**src/shared/mash_defs.svh**
```systemverilog
`ifndef MASH_DEFS_SVH
`define MASH_DEFS_SVH
`define MASH_IDX_ADC_CFG 8'h10
`define MASH_IDX_FALARM 8'h11
`define MASH_IDX_PIN_FN 8'h12
`define MASH_IDX_MUX2 8'h15
`define MASH_IDX_CLREN0 8'h18
`define MASH_IDX_CLREN1 8'h19
`define MASH_IDX_CLRSRC0 8'h1A
`define MASH_IDX_CLRSRC1 8'h1B
`define MASH_IDX_PINSRC0 8'h1C
`define MASH_IDX_PINSRC1 8'h1D
`define MASH_IDX_RANGE 8'h1E
`define MASH_IDX_ADC_FIRST 8'h20
`define MASH_IDX_ADC_LAST 8'h41
`define MASH_IDX_DAC_FIRST 8'h50
`define MASH_IDX_DAC_LAST 8'h67
`define MASH_IDX_STAT0 8'h70
`define MASH_IDX_STAT1 8'h71
`define MASH_IDX_GEN_STAT 8'h72
`define MASH_IDX_TEMP_LO 8'h78
`define MASH_IDX_TEMP_HI 8'h79
`define MASH_IDX_GPIO 8'h7A
`define MASH_IDX_THR_FIRST 8'h80
`define MASH_IDX_THR_LAST 8'h97
`define MASH_FALARM_RESET 5'h0E
`define MASH_GPIO_RESET 8'hFF
`define MASH_THR_UP_RESET 12'hFFF
`define MASH_THR_LO_RESET 12'h000
`define MASH_TEMP_UP_RESET 12'h7FF
`define MASH_TEMP_LO_RESET 12'h800
`define MASH_PIN_ALARM_IN 0
`define MASH_PIN_ALARM_OUT 1
`define MASH_MUX2_TEMP_EN 1
`define MASH_CFG_AUTO_MODE 3
`define MASH_FIRST_MON_CHAN 5'd12
`define MASH_THERM_SET_DEGC 150
`define MASH_THERM_HYST_DEGC 8
`define MASH_TEMP_LSB_PER_DEGC 4
`endif

```
**src/shared/mash_pkg.sv**
```systemverilog
package mash_pkg;
    // one converter result from the input sequencer
    typedef struct packed {
        logic [4:0] chan;
        logic [11:0] code;
    } mash_sample_t;
    // alarm vector: [4:0] chan 12..16, [5] temp low, [6] temp high,
    // [7] thermal, [8] external input
    typedef logic [8:0] mash_alarm_t;
    typedef logic [8:0] mash_count_t;
endpackage

```
**src/hw/mash_regs.sv**
```systemverilog
`timescale 1ns/1ps
`include "mash_defs.svh"
module mash_regs import mash_pkg::*; (
    // clock and reset
    input wire logic i_clk,
    input wire logic i_reset_n,
    // axi4-lite write
    input wire logic [9:0] i_awaddr,
    input wire logic i_awvalid,
    output logic o_awready,
    input wire logic [31:0] i_wdata,
    input wire logic [3:0] i_wstrb,
    input wire logic i_wvalid,
    output logic o_wready,
    output logic [1:0] o_bresp,
    output logic o_bvalid,
    input wire logic i_bready,
    // axi4-lite read
    input wire logic [9:0] i_araddr,
    input wire logic i_arvalid,
    output logic o_arready,
    output logic [31:0] o_rdata,
    output logic [1:0] o_rresp,
    output logic o_rvalid,
    input wire logic i_rready,
    // converter side
    input wire logic i_adc_valid,
    input wire mash_sample_t i_adc_sample,
    input wire logic i_temp_valid,
    input wire logic [11:0] i_temp_code,
    input wire logic i_seq_start,
    input wire logic i_seq_done,
    output logic [11:0] o_output_code [12],
    output logic [11:0] o_output_clear,
    output logic [3:0] o_group_half_range,
    output logic o_temp_sensor_en,
    // general purpose pins, open drain
    input wire logic [7:0] i_gpio,
    output logic [7:0] o_gpio,
    output logic [7:0] o_gpio_oe
);
    localparam logic [11:0] THERM_SET = 12'(`MASH_THERM_SET_DEGC
        * `MASH_TEMP_LSB_PER_DEGC);
    localparam logic [11:0] THERM_CLR = 12'((`MASH_THERM_SET_DEGC
        - `MASH_THERM_HYST_DEGC) * `MASH_TEMP_LSB_PER_DEGC);

    // register state
    logic [3:0] adc_cfg_q, adc_cfg_d;
    logic [4:0] falarm_q, falarm_d;
    logic [3:0] pin_fn_q, pin_fn_d;
    logic [1:0] mux2_q, mux2_d;
    logic [11:0] clren_q, clren_d;
    mash_alarm_t clrsrc_q, clrsrc_d, pinsrc_q, pinsrc_d;
    logic latch_dis_q, latch_dis_d;
    logic [3:0] range_q, range_d;
    logic [11:0] dac_q [12];
    logic [11:0] dac_d [12];
    logic [11:0] adc_q [17];
    logic [11:0] adc_d [17];
    logic [11:0] thr_up_q [6];
    logic [11:0] thr_up_d [6];
    logic [11:0] thr_lo_q [6];
    logic [11:0] thr_lo_d [6];
    logic [11:0] temp_q, temp_d;
    logic [7:0] gpio_wr_q, gpio_wr_d;
    // alarm state
    mash_count_t cnt_q [7];
    mash_count_t cnt_d [7];
    logic [6:0] qual_q, qual_d;
    logic therm_q, therm_d;
    mash_alarm_t stat_q, stat_d;
    logic data_available_flag_q, data_available_flag_d;
    // pin sampling
    logic [7:0] sync1_q, sync2_q, sync3_q, pin_q, pin_d;
    // bus state
    logic [7:0] aw_idx_q, aw_idx_d;
    logic aw_have_q, aw_have_d, w_have_q, w_have_d;
    logic [7:0] wbyte_q, wbyte_d;
    logic wlane_q, wlane_d;
    logic bvalid_q, bvalid_d, rvalid_q, rvalid_d;
    logic [1:0] bresp_q, bresp_d, rresp_q, rresp_d;
    logic [7:0] rdata_q, rdata_d;
    logic [11:0] clear_q, clear_d;
    logic [7:0] oe_q, oe_d;

    // N consecutive samples for the channel count code
    function automatic mash_count_t chan_count(input logic [2:0] code);
        chan_count = (code == 3'h0) ? 9'h001 : 9'(9'h002 << code);
    endfunction

    function automatic mash_count_t temp_count(input logic [1:0] code);
        temp_count = 9'(9'h001 << code);
    endfunction

    function automatic logic mapped(input logic [7:0] idx);
        mapped = (idx >= `MASH_IDX_ADC_CFG && idx <= `MASH_IDX_FALARM+8'h01)
            || idx == `MASH_IDX_MUX2
            || (idx >= `MASH_IDX_CLREN0 && idx <= `MASH_IDX_RANGE)
            || (idx >= `MASH_IDX_ADC_FIRST && idx <= `MASH_IDX_ADC_LAST)
            || (idx >= `MASH_IDX_DAC_FIRST && idx <= `MASH_IDX_DAC_LAST)
            || (idx >= `MASH_IDX_STAT0 && idx <= `MASH_IDX_GEN_STAT)
            || (idx >= `MASH_IDX_TEMP_LO && idx <= `MASH_IDX_GPIO)
            || (idx >= `MASH_IDX_THR_FIRST && idx <= `MASH_IDX_THR_LAST);
    endfunction

    // 12-bit value split into a low byte / high nibble pair
    function automatic logic [7:0] half(input logic [11:0] v,
                                        input logic hi);
        half = hi ? {4'h0, v[11:8]} : v[7:0];
    endfunction

    function automatic logic [11:0] put(input logic [11:0] v,
                                        input logic hi,
                                        input logic [7:0] b);
        put = hi ? {b[3:0], v[7:0]} : {v[11:8], b};
    endfunction

    logic [7:0] rd_val;
    logic [7:0] ar_idx;
    logic [7:0] off;
    logic [7:0] woff;
    logic ar_take, wr_go, hit, oor;
    logic [9:0] cnt_inc;
    mash_alarm_t set_ev, lvl, rd_clr;
    logic [11:0] code;
    logic signed [11:0] tcode;

    always_comb begin
        ar_idx = i_araddr[9:2];
        off = 8'h00;
        rd_val = 8'h00;
        if (ar_idx >= `MASH_IDX_ADC_FIRST && ar_idx <= `MASH_IDX_ADC_LAST)
        begin
            off = ar_idx - `MASH_IDX_ADC_FIRST;
            rd_val = half(adc_q[off[5:1]], off[0]);
        end else if (ar_idx >= `MASH_IDX_DAC_FIRST
                     && ar_idx <= `MASH_IDX_DAC_LAST) begin
            off = ar_idx - `MASH_IDX_DAC_FIRST;
            rd_val = half(dac_q[off[4:1]], off[0]);
        end else if (ar_idx >= `MASH_IDX_THR_FIRST
                     && ar_idx <= `MASH_IDX_THR_LAST) begin
            off = ar_idx - `MASH_IDX_THR_FIRST;
            rd_val = half(off[1] ? thr_lo_q[off[4:2]] : thr_up_q[off[4:2]],
                          off[0]);
        end else begin
            case (ar_idx)
                `MASH_IDX_ADC_CFG: rd_val = {adc_cfg_q, 4'h0};
                `MASH_IDX_FALARM: rd_val = {falarm_q, 3'h0};
                `MASH_IDX_PIN_FN: rd_val = {4'h0, pin_fn_q};
                `MASH_IDX_MUX2: rd_val = {6'h00, mux2_q};
                `MASH_IDX_CLREN0: rd_val = clren_q[7:0];
                `MASH_IDX_CLREN1: rd_val = {4'h0, clren_q[11:8]};
                `MASH_IDX_CLRSRC0: rd_val = {3'h0, clrsrc_q[4:0]};
                `MASH_IDX_CLRSRC1: rd_val = {4'h0, clrsrc_q[8:5]};
                `MASH_IDX_PINSRC0: rd_val = {3'h0, pinsrc_q[4:0]};
                `MASH_IDX_PINSRC1: rd_val = {3'h0, latch_dis_q, pinsrc_q[8:5]};
                `MASH_IDX_RANGE: rd_val = {4'h0, range_q};
                `MASH_IDX_STAT0: rd_val = {3'h0, stat_q[4:0]};
                `MASH_IDX_STAT1: rd_val = {4'h0, stat_q[8:5]};
                `MASH_IDX_GEN_STAT:
                    rd_val = {6'h00, |stat_q, data_available_flag_q};
                `MASH_IDX_TEMP_LO: rd_val = temp_q[7:0];
                `MASH_IDX_TEMP_HI: rd_val = {4'h0, temp_q[11:8]};
                `MASH_IDX_GPIO: rd_val = pin_q;
                default: rd_val = 8'h00;
            endcase
        end
    end

    always_comb begin
        // bus handshakes
        aw_have_d = aw_have_q;
        w_have_d = w_have_q;
        aw_idx_d = aw_idx_q;
        wbyte_d = wbyte_q;
        wlane_d = wlane_q;
        bvalid_d = bvalid_q;
        bresp_d = bresp_q;
        rvalid_d = rvalid_q;
        rresp_d = rresp_q;
        rdata_d = rdata_q;
        if (i_awvalid && !aw_have_q) begin
            aw_have_d = 1'b1;
            aw_idx_d = i_awaddr[9:2];
        end
        if (i_wvalid && !w_have_q) begin
            w_have_d = 1'b1;
            wbyte_d = i_wdata[7:0];
            wlane_d = i_wstrb[0];
        end
        if (bvalid_q && i_bready)
            bvalid_d = 1'b0;
        wr_go = aw_have_q && w_have_q && !bvalid_q;
        if (wr_go) begin
            aw_have_d = 1'b0;
            w_have_d = 1'b0;
            bvalid_d = 1'b1;
            bresp_d = mapped(aw_idx_q) ? 2'b00 : 2'b10;
        end
        if (rvalid_q && i_rready)
            rvalid_d = 1'b0;
        ar_take = i_arvalid && !rvalid_q;
        if (ar_take) begin
            rvalid_d = 1'b1;
            rdata_d = rd_val;
            rresp_d = mapped(ar_idx) ? 2'b00 : 2'b10;
        end

        // register writes, byte lane 0 only
        adc_cfg_d = adc_cfg_q;
        falarm_d = falarm_q;
        pin_fn_d = pin_fn_q;
        mux2_d = mux2_q;
        clren_d = clren_q;
        clrsrc_d = clrsrc_q;
        pinsrc_d = pinsrc_q;
        latch_dis_d = latch_dis_q;
        range_d = range_q;
        gpio_wr_d = gpio_wr_q;
        dac_d = dac_q;
        thr_up_d = thr_up_q;
        thr_lo_d = thr_lo_q;
        woff = 8'h00;
        if (wr_go && wlane_q) begin
            if (aw_idx_q >= `MASH_IDX_DAC_FIRST
                && aw_idx_q <= `MASH_IDX_DAC_LAST) begin
                woff = aw_idx_q - `MASH_IDX_DAC_FIRST;
                dac_d[woff[4:1]] = put(dac_q[woff[4:1]], woff[0],
                                       wbyte_q);
            end else if (aw_idx_q >= `MASH_IDX_THR_FIRST
                         && aw_idx_q <= `MASH_IDX_THR_LAST) begin
                woff = aw_idx_q - `MASH_IDX_THR_FIRST;
                if (woff[1])
                    thr_lo_d[woff[4:2]] = put(thr_lo_q[woff[4:2]], woff[0],
                                              wbyte_q);
                else
                    thr_up_d[woff[4:2]] = put(thr_up_q[woff[4:2]], woff[0],
                                              wbyte_q);
            end else begin
                case (aw_idx_q)
                    `MASH_IDX_ADC_CFG: adc_cfg_d = wbyte_q[7:4];
                    `MASH_IDX_FALARM: falarm_d = wbyte_q[7:3];
                    `MASH_IDX_PIN_FN: pin_fn_d = wbyte_q[3:0];
                    `MASH_IDX_MUX2: mux2_d = wbyte_q[1:0];
                    `MASH_IDX_CLREN0: clren_d[7:0] = wbyte_q;
                    `MASH_IDX_CLREN1: clren_d[11:8] = wbyte_q[3:0];
                    `MASH_IDX_CLRSRC0: clrsrc_d[4:0] = wbyte_q[4:0];
                    `MASH_IDX_CLRSRC1: clrsrc_d[8:5] = wbyte_q[3:0];
                    `MASH_IDX_PINSRC0: pinsrc_d[4:0] = wbyte_q[4:0];
                    `MASH_IDX_PINSRC1: begin
                        pinsrc_d[8:5] = wbyte_q[3:0];
                        latch_dis_d = wbyte_q[4];
                    end
                    `MASH_IDX_RANGE: range_d = wbyte_q[3:0];
                    `MASH_IDX_GPIO: gpio_wr_d = wbyte_q;
                    default: ;
                endcase
            end
        end

        // converter results, ignored for unknown channels
        adc_d = adc_q;
        temp_d = temp_q;
        if (i_adc_valid && i_adc_sample.chan <= 5'd16)
            adc_d[i_adc_sample.chan] = i_adc_sample.code;
        if (i_temp_valid)
            temp_d = i_temp_code;

        // consecutive-sample qualification per monitored input
        cnt_d = cnt_q;
        qual_d = qual_q;
        set_ev = '0;
        for (int k = 0; k < 7; k++) begin
            code = (k < 5) ? i_adc_sample.code : i_temp_code;
            tcode = i_temp_code;
            if (k < 5) begin
                hit = i_adc_valid && i_adc_sample.chan
                    == 5'(`MASH_FIRST_MON_CHAN + 5'(k));
                oor = thr_up_q[k] <= thr_lo_q[k] || code > thr_up_q[k]
                    || code < thr_lo_q[k];
            end else begin
                hit = i_temp_valid && mux2_q[`MASH_MUX2_TEMP_EN];
                oor = $signed(thr_up_q[5]) <= $signed(thr_lo_q[5])
                    || ((k == 5) ? tcode < $signed(thr_lo_q[5])
                                 : tcode > $signed(thr_up_q[5]));
            end
            cnt_inc = {1'b0, cnt_q[k]} + 10'h001;
            if (hit) begin
                if (oor) begin
                    cnt_d[k] = (cnt_inc > 10'h100) ? 9'h100 : cnt_inc[8:0];
                    if (cnt_inc[8:0] >= ((k < 5) ? chan_count(falarm_q[4:2])
                                         : temp_count(falarm_q[1:0]))
                        || cnt_inc[9]) begin
                        qual_d[k] = 1'b1;
                        set_ev[k] = 1'b1;
                    end
                end else begin
                    cnt_d[k] = 9'h000;
                    qual_d[k] = 1'b0;
                end
            end
        end

        // thermal trip with hysteresis, tracked on each temperature sample
        therm_d = therm_q;
        if (i_temp_valid) begin
            if ($signed(i_temp_code) >= $signed(THERM_SET))
                therm_d = 1'b1;
            else if ($signed(i_temp_code) < $signed(THERM_CLR))
                therm_d = 1'b0;
        end
        if (!mux2_q[`MASH_MUX2_TEMP_EN])
            therm_d = 1'b0;

        // status bits; a set arriving with the read-clear wins
        lvl = {pin_fn_q[`MASH_PIN_ALARM_IN] && pin_q[`MASH_PIN_ALARM_IN],
               therm_q, qual_q};
        set_ev[8:7] = lvl[8:7];
        rd_clr = '0;
        if (ar_take && ar_idx == `MASH_IDX_STAT0)
            rd_clr[4:0] = 5'h1F;
        if (ar_take && ar_idx == `MASH_IDX_STAT1)
            rd_clr[8:5] = 4'hF;
        if (latch_dis_q)
            stat_d = lvl;
        else
            stat_d = set_ev | (stat_q & ~(rd_clr & ~lvl));
        if (!mux2_q[`MASH_MUX2_TEMP_EN])
            stat_d[7] = 1'b0;

        // one-shot data available flag
        if (adc_cfg_q[`MASH_CFG_AUTO_MODE])
            data_available_flag_d = 1'b0;
        else if (i_seq_done)
            data_available_flag_d = 1'b1;
        else if (i_seq_start)
            data_available_flag_d = 1'b0;
        else
            data_available_flag_d = data_available_flag_q;

        // output clear and open-drain pin drive
        clear_d = clren_q & {12{|(stat_q & clrsrc_q)}};
        oe_d = ~gpio_wr_q;
        if (pin_fn_q[`MASH_PIN_ALARM_IN])
            oe_d[`MASH_PIN_ALARM_IN] = 1'b0;
        if (pin_fn_q[`MASH_PIN_ALARM_OUT])
            oe_d[`MASH_PIN_ALARM_OUT] =
                |(stat_q & pinsrc_q);

        // pin levels accepted once the last two stages agree
        pin_d = (sync2_q == sync3_q) ? sync3_q : pin_q;
    end

    always_ff @(posedge i_clk) begin
        if (!i_reset_n) begin
            adc_cfg_q <= 4'h0;
            falarm_q <= `MASH_FALARM_RESET;
            pin_fn_q <= 4'h0;
            mux2_q <= 2'h0;
            clren_q <= 12'h000;
            clrsrc_q <= '0;
            pinsrc_q <= '0;
            latch_dis_q <= 1'b0;
            range_q <= 4'h0;
            gpio_wr_q <= `MASH_GPIO_RESET;
            for (int i = 0; i < 12; i++)
                dac_q[i] <= 12'h000;
            for (int i = 0; i < 17; i++)
                adc_q[i] <= 12'h000;
            for (int i = 0; i < 5; i++) begin
                thr_up_q[i] <= `MASH_THR_UP_RESET;
                thr_lo_q[i] <= `MASH_THR_LO_RESET;
            end
            thr_up_q[5] <= `MASH_TEMP_UP_RESET;
            thr_lo_q[5] <= `MASH_TEMP_LO_RESET;
            temp_q <= 12'h000;
            for (int i = 0; i < 7; i++)
                cnt_q[i] <= 9'h000;
            qual_q <= 7'h00;
            therm_q <= 1'b0;
            stat_q <= '0;
            data_available_flag_q <= 1'b0;
            sync1_q <= 8'hFF;
            sync2_q <= 8'hFF;
            sync3_q <= 8'hFF;
            pin_q <= 8'hFF;
            aw_have_q <= 1'b0;
            w_have_q <= 1'b0;
            aw_idx_q <= 8'h00;
            wbyte_q <= 8'h00;
            wlane_q <= 1'b0;
            bvalid_q <= 1'b0;
            bresp_q <= 2'b00;
            rvalid_q <= 1'b0;
            rresp_q <= 2'b00;
            rdata_q <= 8'h00;
            clear_q <= 12'h000;
            oe_q <= 8'h00;
        end else begin
            adc_cfg_q <= adc_cfg_d;
            falarm_q <= falarm_d;
            pin_fn_q <= pin_fn_d;
            mux2_q <= mux2_d;
            clren_q <= clren_d;
            clrsrc_q <= clrsrc_d;
            pinsrc_q <= pinsrc_d;
            latch_dis_q <= latch_dis_d;
            range_q <= range_d;
            gpio_wr_q <= gpio_wr_d;
            dac_q <= dac_d;
            adc_q <= adc_d;
            thr_up_q <= thr_up_d;
            thr_lo_q <= thr_lo_d;
            temp_q <= temp_d;
            cnt_q <= cnt_d;
            qual_q <= qual_d;
            therm_q <= therm_d;
            stat_q <= stat_d;
            data_available_flag_q <= data_available_flag_d;
            sync1_q <= i_gpio;
            sync2_q <= sync1_q;
            sync3_q <= sync2_q;
            pin_q <= pin_d;
            aw_have_q <= aw_have_d;
            w_have_q <= w_have_d;
            aw_idx_q <= aw_idx_d;
            wbyte_q <= wbyte_d;
            wlane_q <= wlane_d;
            bvalid_q <= bvalid_d;
            bresp_q <= bresp_d;
            rvalid_q <= rvalid_d;
            rresp_q <= rresp_d;
            rdata_q <= rdata_d;
            clear_q <= clear_d;
            oe_q <= oe_d;
        end
    end

    // ready flags are the inverse of held-state flops
    assign o_awready = !aw_have_q;
    assign o_wready = !w_have_q;
    assign o_bvalid = bvalid_q;
    assign o_bresp = bresp_q;
    assign o_arready = !rvalid_q;
    assign o_rvalid = rvalid_q;
    assign o_rresp = rresp_q;
    assign o_rdata = {24'h000000, rdata_q};
    assign o_output_code = dac_q;
    assign o_output_clear = clear_q;
    assign o_group_half_range = range_q;
    assign o_temp_sensor_en = mux2_q[`MASH_MUX2_TEMP_EN];
    // pins only ever pull low
    assign o_gpio = 8'h00;
    assign o_gpio_oe = oe_q;
endmodule // mash_regs

```
**config.mk**
```make
export PLATFORM = sky130hd
export DESIGN_NAME = mash_regs
export DESIGN_NICKNAME = d
export VERILOG_FILES = /design/src/shared/mash_pkg.sv /design/src/hw/mash_regs.sv
export VERILOG_INCLUDE_DIRS = /design/src /design/src/shared
export SDC_FILE = /design/constraint.sdc
export NUM_CORES = 2
export LEC_CHECK = 0
export ABC_AREA = 1
export BUFFER_PORTS_ARGS = -buffer_cell sky130_fd_sc_hd__buf_2
export CORE_ASPECT_RATIO = 0.5
export CORE_MARGIN = 5
export CORE_UTILIZATION = 58
export DETAILED_ROUTE_END_ITERATION = 8
export PLACE_DENSITY_LB_ADDON = 0.25
export SETUP_SLACK_MARGIN = 0.02
export SLEW_MARGIN = 40
export SYNTH_ARGS = -nofsm -noshare
export SYNTH_HDL_FRONTEND = slang
export SYNTH_SLANG_ARGS = --single-unit
```
**constraint.sdc**
```tcl
create_clock -name i_clk -period 3.1 [get_ports i_clk]
set_input_delay 0.155 -clock i_clk [delete_from_list [all_inputs] [get_ports i_clk]]
set_output_delay 0.155 -clock i_clk [all_outputs]
set_load 0.005 [all_outputs]
```
==> results_dict.tcl <==
set metrics [dict create \
    status "complete, but fails checks" \
    violations "design-rule violations" \
    io_pins 322 \
    cts_tree "yes" \
    period_share 0.884 \
    path_class "register to register" \
    grt_max_degree 160 \
    grt.total_usage 0.409 \
    required_ns 3.66 \
    dp_slack_ns 0.569 \
    finalNetCount 6904 \
    fp.dieW_um 391 \
    gr-total-overflow 0 \
    fillers 6397 \
    power.density_mw_per_mm2 434 \
    ir_drop_v 0.000381 \
    cts_setup_buffers 0 \
    p_leak_nw 22.6 \
    antenna_found_initial 8 \
    yosysMostFrequentCell "nand2_1" \
    cp-endpoint "o_output_code[65]$_SDFFE_PN0P_" \
    netlist_instances 6305 \
    rr_worst_depth 10 \
    ys_top_cells_by_area "dfxtp_1 (35%), nand2_1 (12%), o21ai_0 (8.8%), a21oi_1 (8.1%), ha_1 (7.8%)" \
    synth_cell_types 54 \
    synth_commonest_cells "nand2_1 (1374), inv_1 (800), o21ai_0 (740), dfxtp_1 (726), a21oi_1 (679)" \
    finalSetupTns_ns 0 \
    drt_wl_total_um 168000 \
    utilization 0.666 \
    max_freq_mhz 365 \
    final_hold_viol_count 0 \
    portBuffers 256 \
    setup-violations-final 0 \
    timing.rr.end "o_output_code[65]$_SDFFE_PN0P_" \
    worst_setup_path_start_kind "register" \
    worstPathMaxFanout 25 \
    syn_area_per_cell_um2 6.67 \
    cts_made_buffers 68 \
    slew_viol_final 0 \
    finalCriticalPeriod_ns 2.74 \
    multi_input_area_mm2 0.0230 \
    worstHoldStart "i_adc_sample[16]" \
    fp.dieH_um 200 \
    start_util 0.589 \
    yosysSeqAreaShare 0.345 \
    async_flop_share 0 \
    yosysTopAreaCell "dfxtp_1" \
    drc 2 \
    hold_path_class "input port to register" \
    stdcell_count 7552 \
    drt_first_pass_iters 9 \
    slew_headroom 0.417 \
    dp.cells 7355 \
    hold_slack_ns 0.0444 \
    grt_pass1_wl_um 251000 \
    layout-drive-gt1-share 0.0964 \
    ys_warn_count 0 \
    vias 46496 \
    met1_length_um 65000 \
    clock_skew_ns 0.0295 \
    tightest_slew_ns 0.873 \
    crit_start "aw_idx_q[2]$_SDFFE_PN0P_" \
    register_area_mm2 0.0145 \
    ant_nets 0 \
    place.gp.congestion 1.08 \
    clk_latency_ns 0.69 \
    clockRootBuffer "clkbuf_16" \
    h-tree-depth 3 \
    wl_met3_um 24100 \
    rsz0062_at_grt "false" \
    grt_pass1_vias 42296 \
    synth-edff-count 0 \
    die-area_mm2 0.0784 \
    hpwlAfterDp_um 119000 \
    ys.flop_type "dfxtp_1" \
    dr_wl_met2_um 69300 \
    area_delta_synth_final_pct 12.9 \
    clk_path_buf_depth 3 \
    cts_resized 0 \
    cts.sinks 726 \
    floorplan.core_area_mm2 0.0714 \
    worstReg2RegStart "aw_idx_q[2]$_SDFFE_PN0P_" \
    highest_layer "met5" \
    postCtsHoldBufs 71 \
    clkTransAtPathRegs_ns 0.07 \
    syn-cell-area_mm2 0.0421 \
    max_cap_violations 0 \
    yosysTopAreaCellShare 0.345 \
    finalWorstSetupSlack_ns 0.359 \
    post_drt_wl_per_cell_um 22.3 \
    drt_iter0_drc 6982 \
    num_rows 69 \
    r2r_slack_ns 0.36 \
    endpoint_kind "register" \
    ys_ff_latch 726 \
    avgViaCountPerCell 6.16 \
    arrival_ns 3.31 \
]
layer usage:
layer	vias up	track usage
met4	6	0.204
met3	684	0.123
met2	3055	0.601
met1	21489	0.546
met5	-	0
li1	21262	-
logic make-up (layout without fill, tap and decap cells):
group           Yosys count  in the layout  share of synthesized area
flops                   726            726                      0.345
compound gates         1705           1705                      0.217
fa+ha+maj               262            262                     0.0779
other cells               1             38                  0.0000891
simple gates           2404           2404                      0.241
xor+xnor                 30             30                    0.00624
buf+inv                1177           1429                      0.112
registers in the layout, summed over array words and instances (netlist names), 9 cells and up:
register and cells:
adc_q 204, clren_q 12, clrsrc_q 9, cnt_q 63, o_output_clear 12, o_output_code 144
pinsrc_q 9, stat_q 9, temp_q 12, thr_lo_q 72, thr_up_q 72
layout make-up:
cell class                 count  area share
tap                          958      0.0252
timing repair buffer         484      0.0725
multi-input combinational   4435       0.484
clock inverter                24     0.00537
inverter                     823      0.0653
antenna                        4    0.000211
clock buffer                  98      0.0415
sequential                   726       0.306
where the power goes:
group          switching (mW)  internal, mW
logic                    1.75         0.613
clock network            4.09          4.67
registers              0.0991          9.42
worst min-delay path by stage:
stage                     slack [ns]                 endpoint  cells after the start
after detailed placement        0.35    sync1_q[0]$_SDFF_PN1_                      2
after global placement          0.35    sync1_q[0]$_SDFF_PN1_                      2
after global routing            0.05  adc_q[195]$_SDFFE_PN0P_                      4
after CTS                       0.01  adc_q[195]$_SDFFE_PN0P_                      4
after floorplan                 0.26    sync1_q[0]$_SDFF_PN1_                      1
final                           0.04  adc_q[195]$_SDFFE_PN0P_                      4
through the flow:
step / area, um2 / power, mW
final: 47500 / 20.6
after floorplan: 42200 / 10.9
after detailed placement: 44600 / 11.9
after CTS: 47500 / 20.5
after global routing: 47500 / 21.1
after global placement: 44600 / 11.8
placed cells by master (no fill, tap or decap), types with 34 or more instances in the layout:
master | netlist | routed
dfxtp_1 | 726 | 726
inv_1 | 800 | 798
o211ai_1 | 46 | 46
clkbuf_16 | 0 | 68
conb_1 | 1 | 34
ha_1 | 262 | 262
a31oi_1 | 36 | 36
a21oi_1 | 679 | 679
nand2_1 | 1374 | 1372
o22ai_1 | 80 | 80
buf_2 | 64 | 254
nand3_1 | 351 | 351
o21ai_0 | 740 | 738
buf_4 | 49 | 137
dlygate4sd3_1 | 0 | 71
nor2_1 | 446 | 438
nand4_1 | 78 | 78
nor3_1 | 57 | 55
critical path: stages, from the launching register on:
cell and delay (ns):
dfxtp_1 0.60, inv_2 0.10, nand2_1 0.11, buf_4 0.43, o22ai_1 0.13, o21ai_0 0.51, nand3_1 0.16, nand2_2 0.26
nand2_1 0.15, nor2_1 0.12, nor2_1 0.05
No activity file was read; power rests on OpenSTA's default activity.
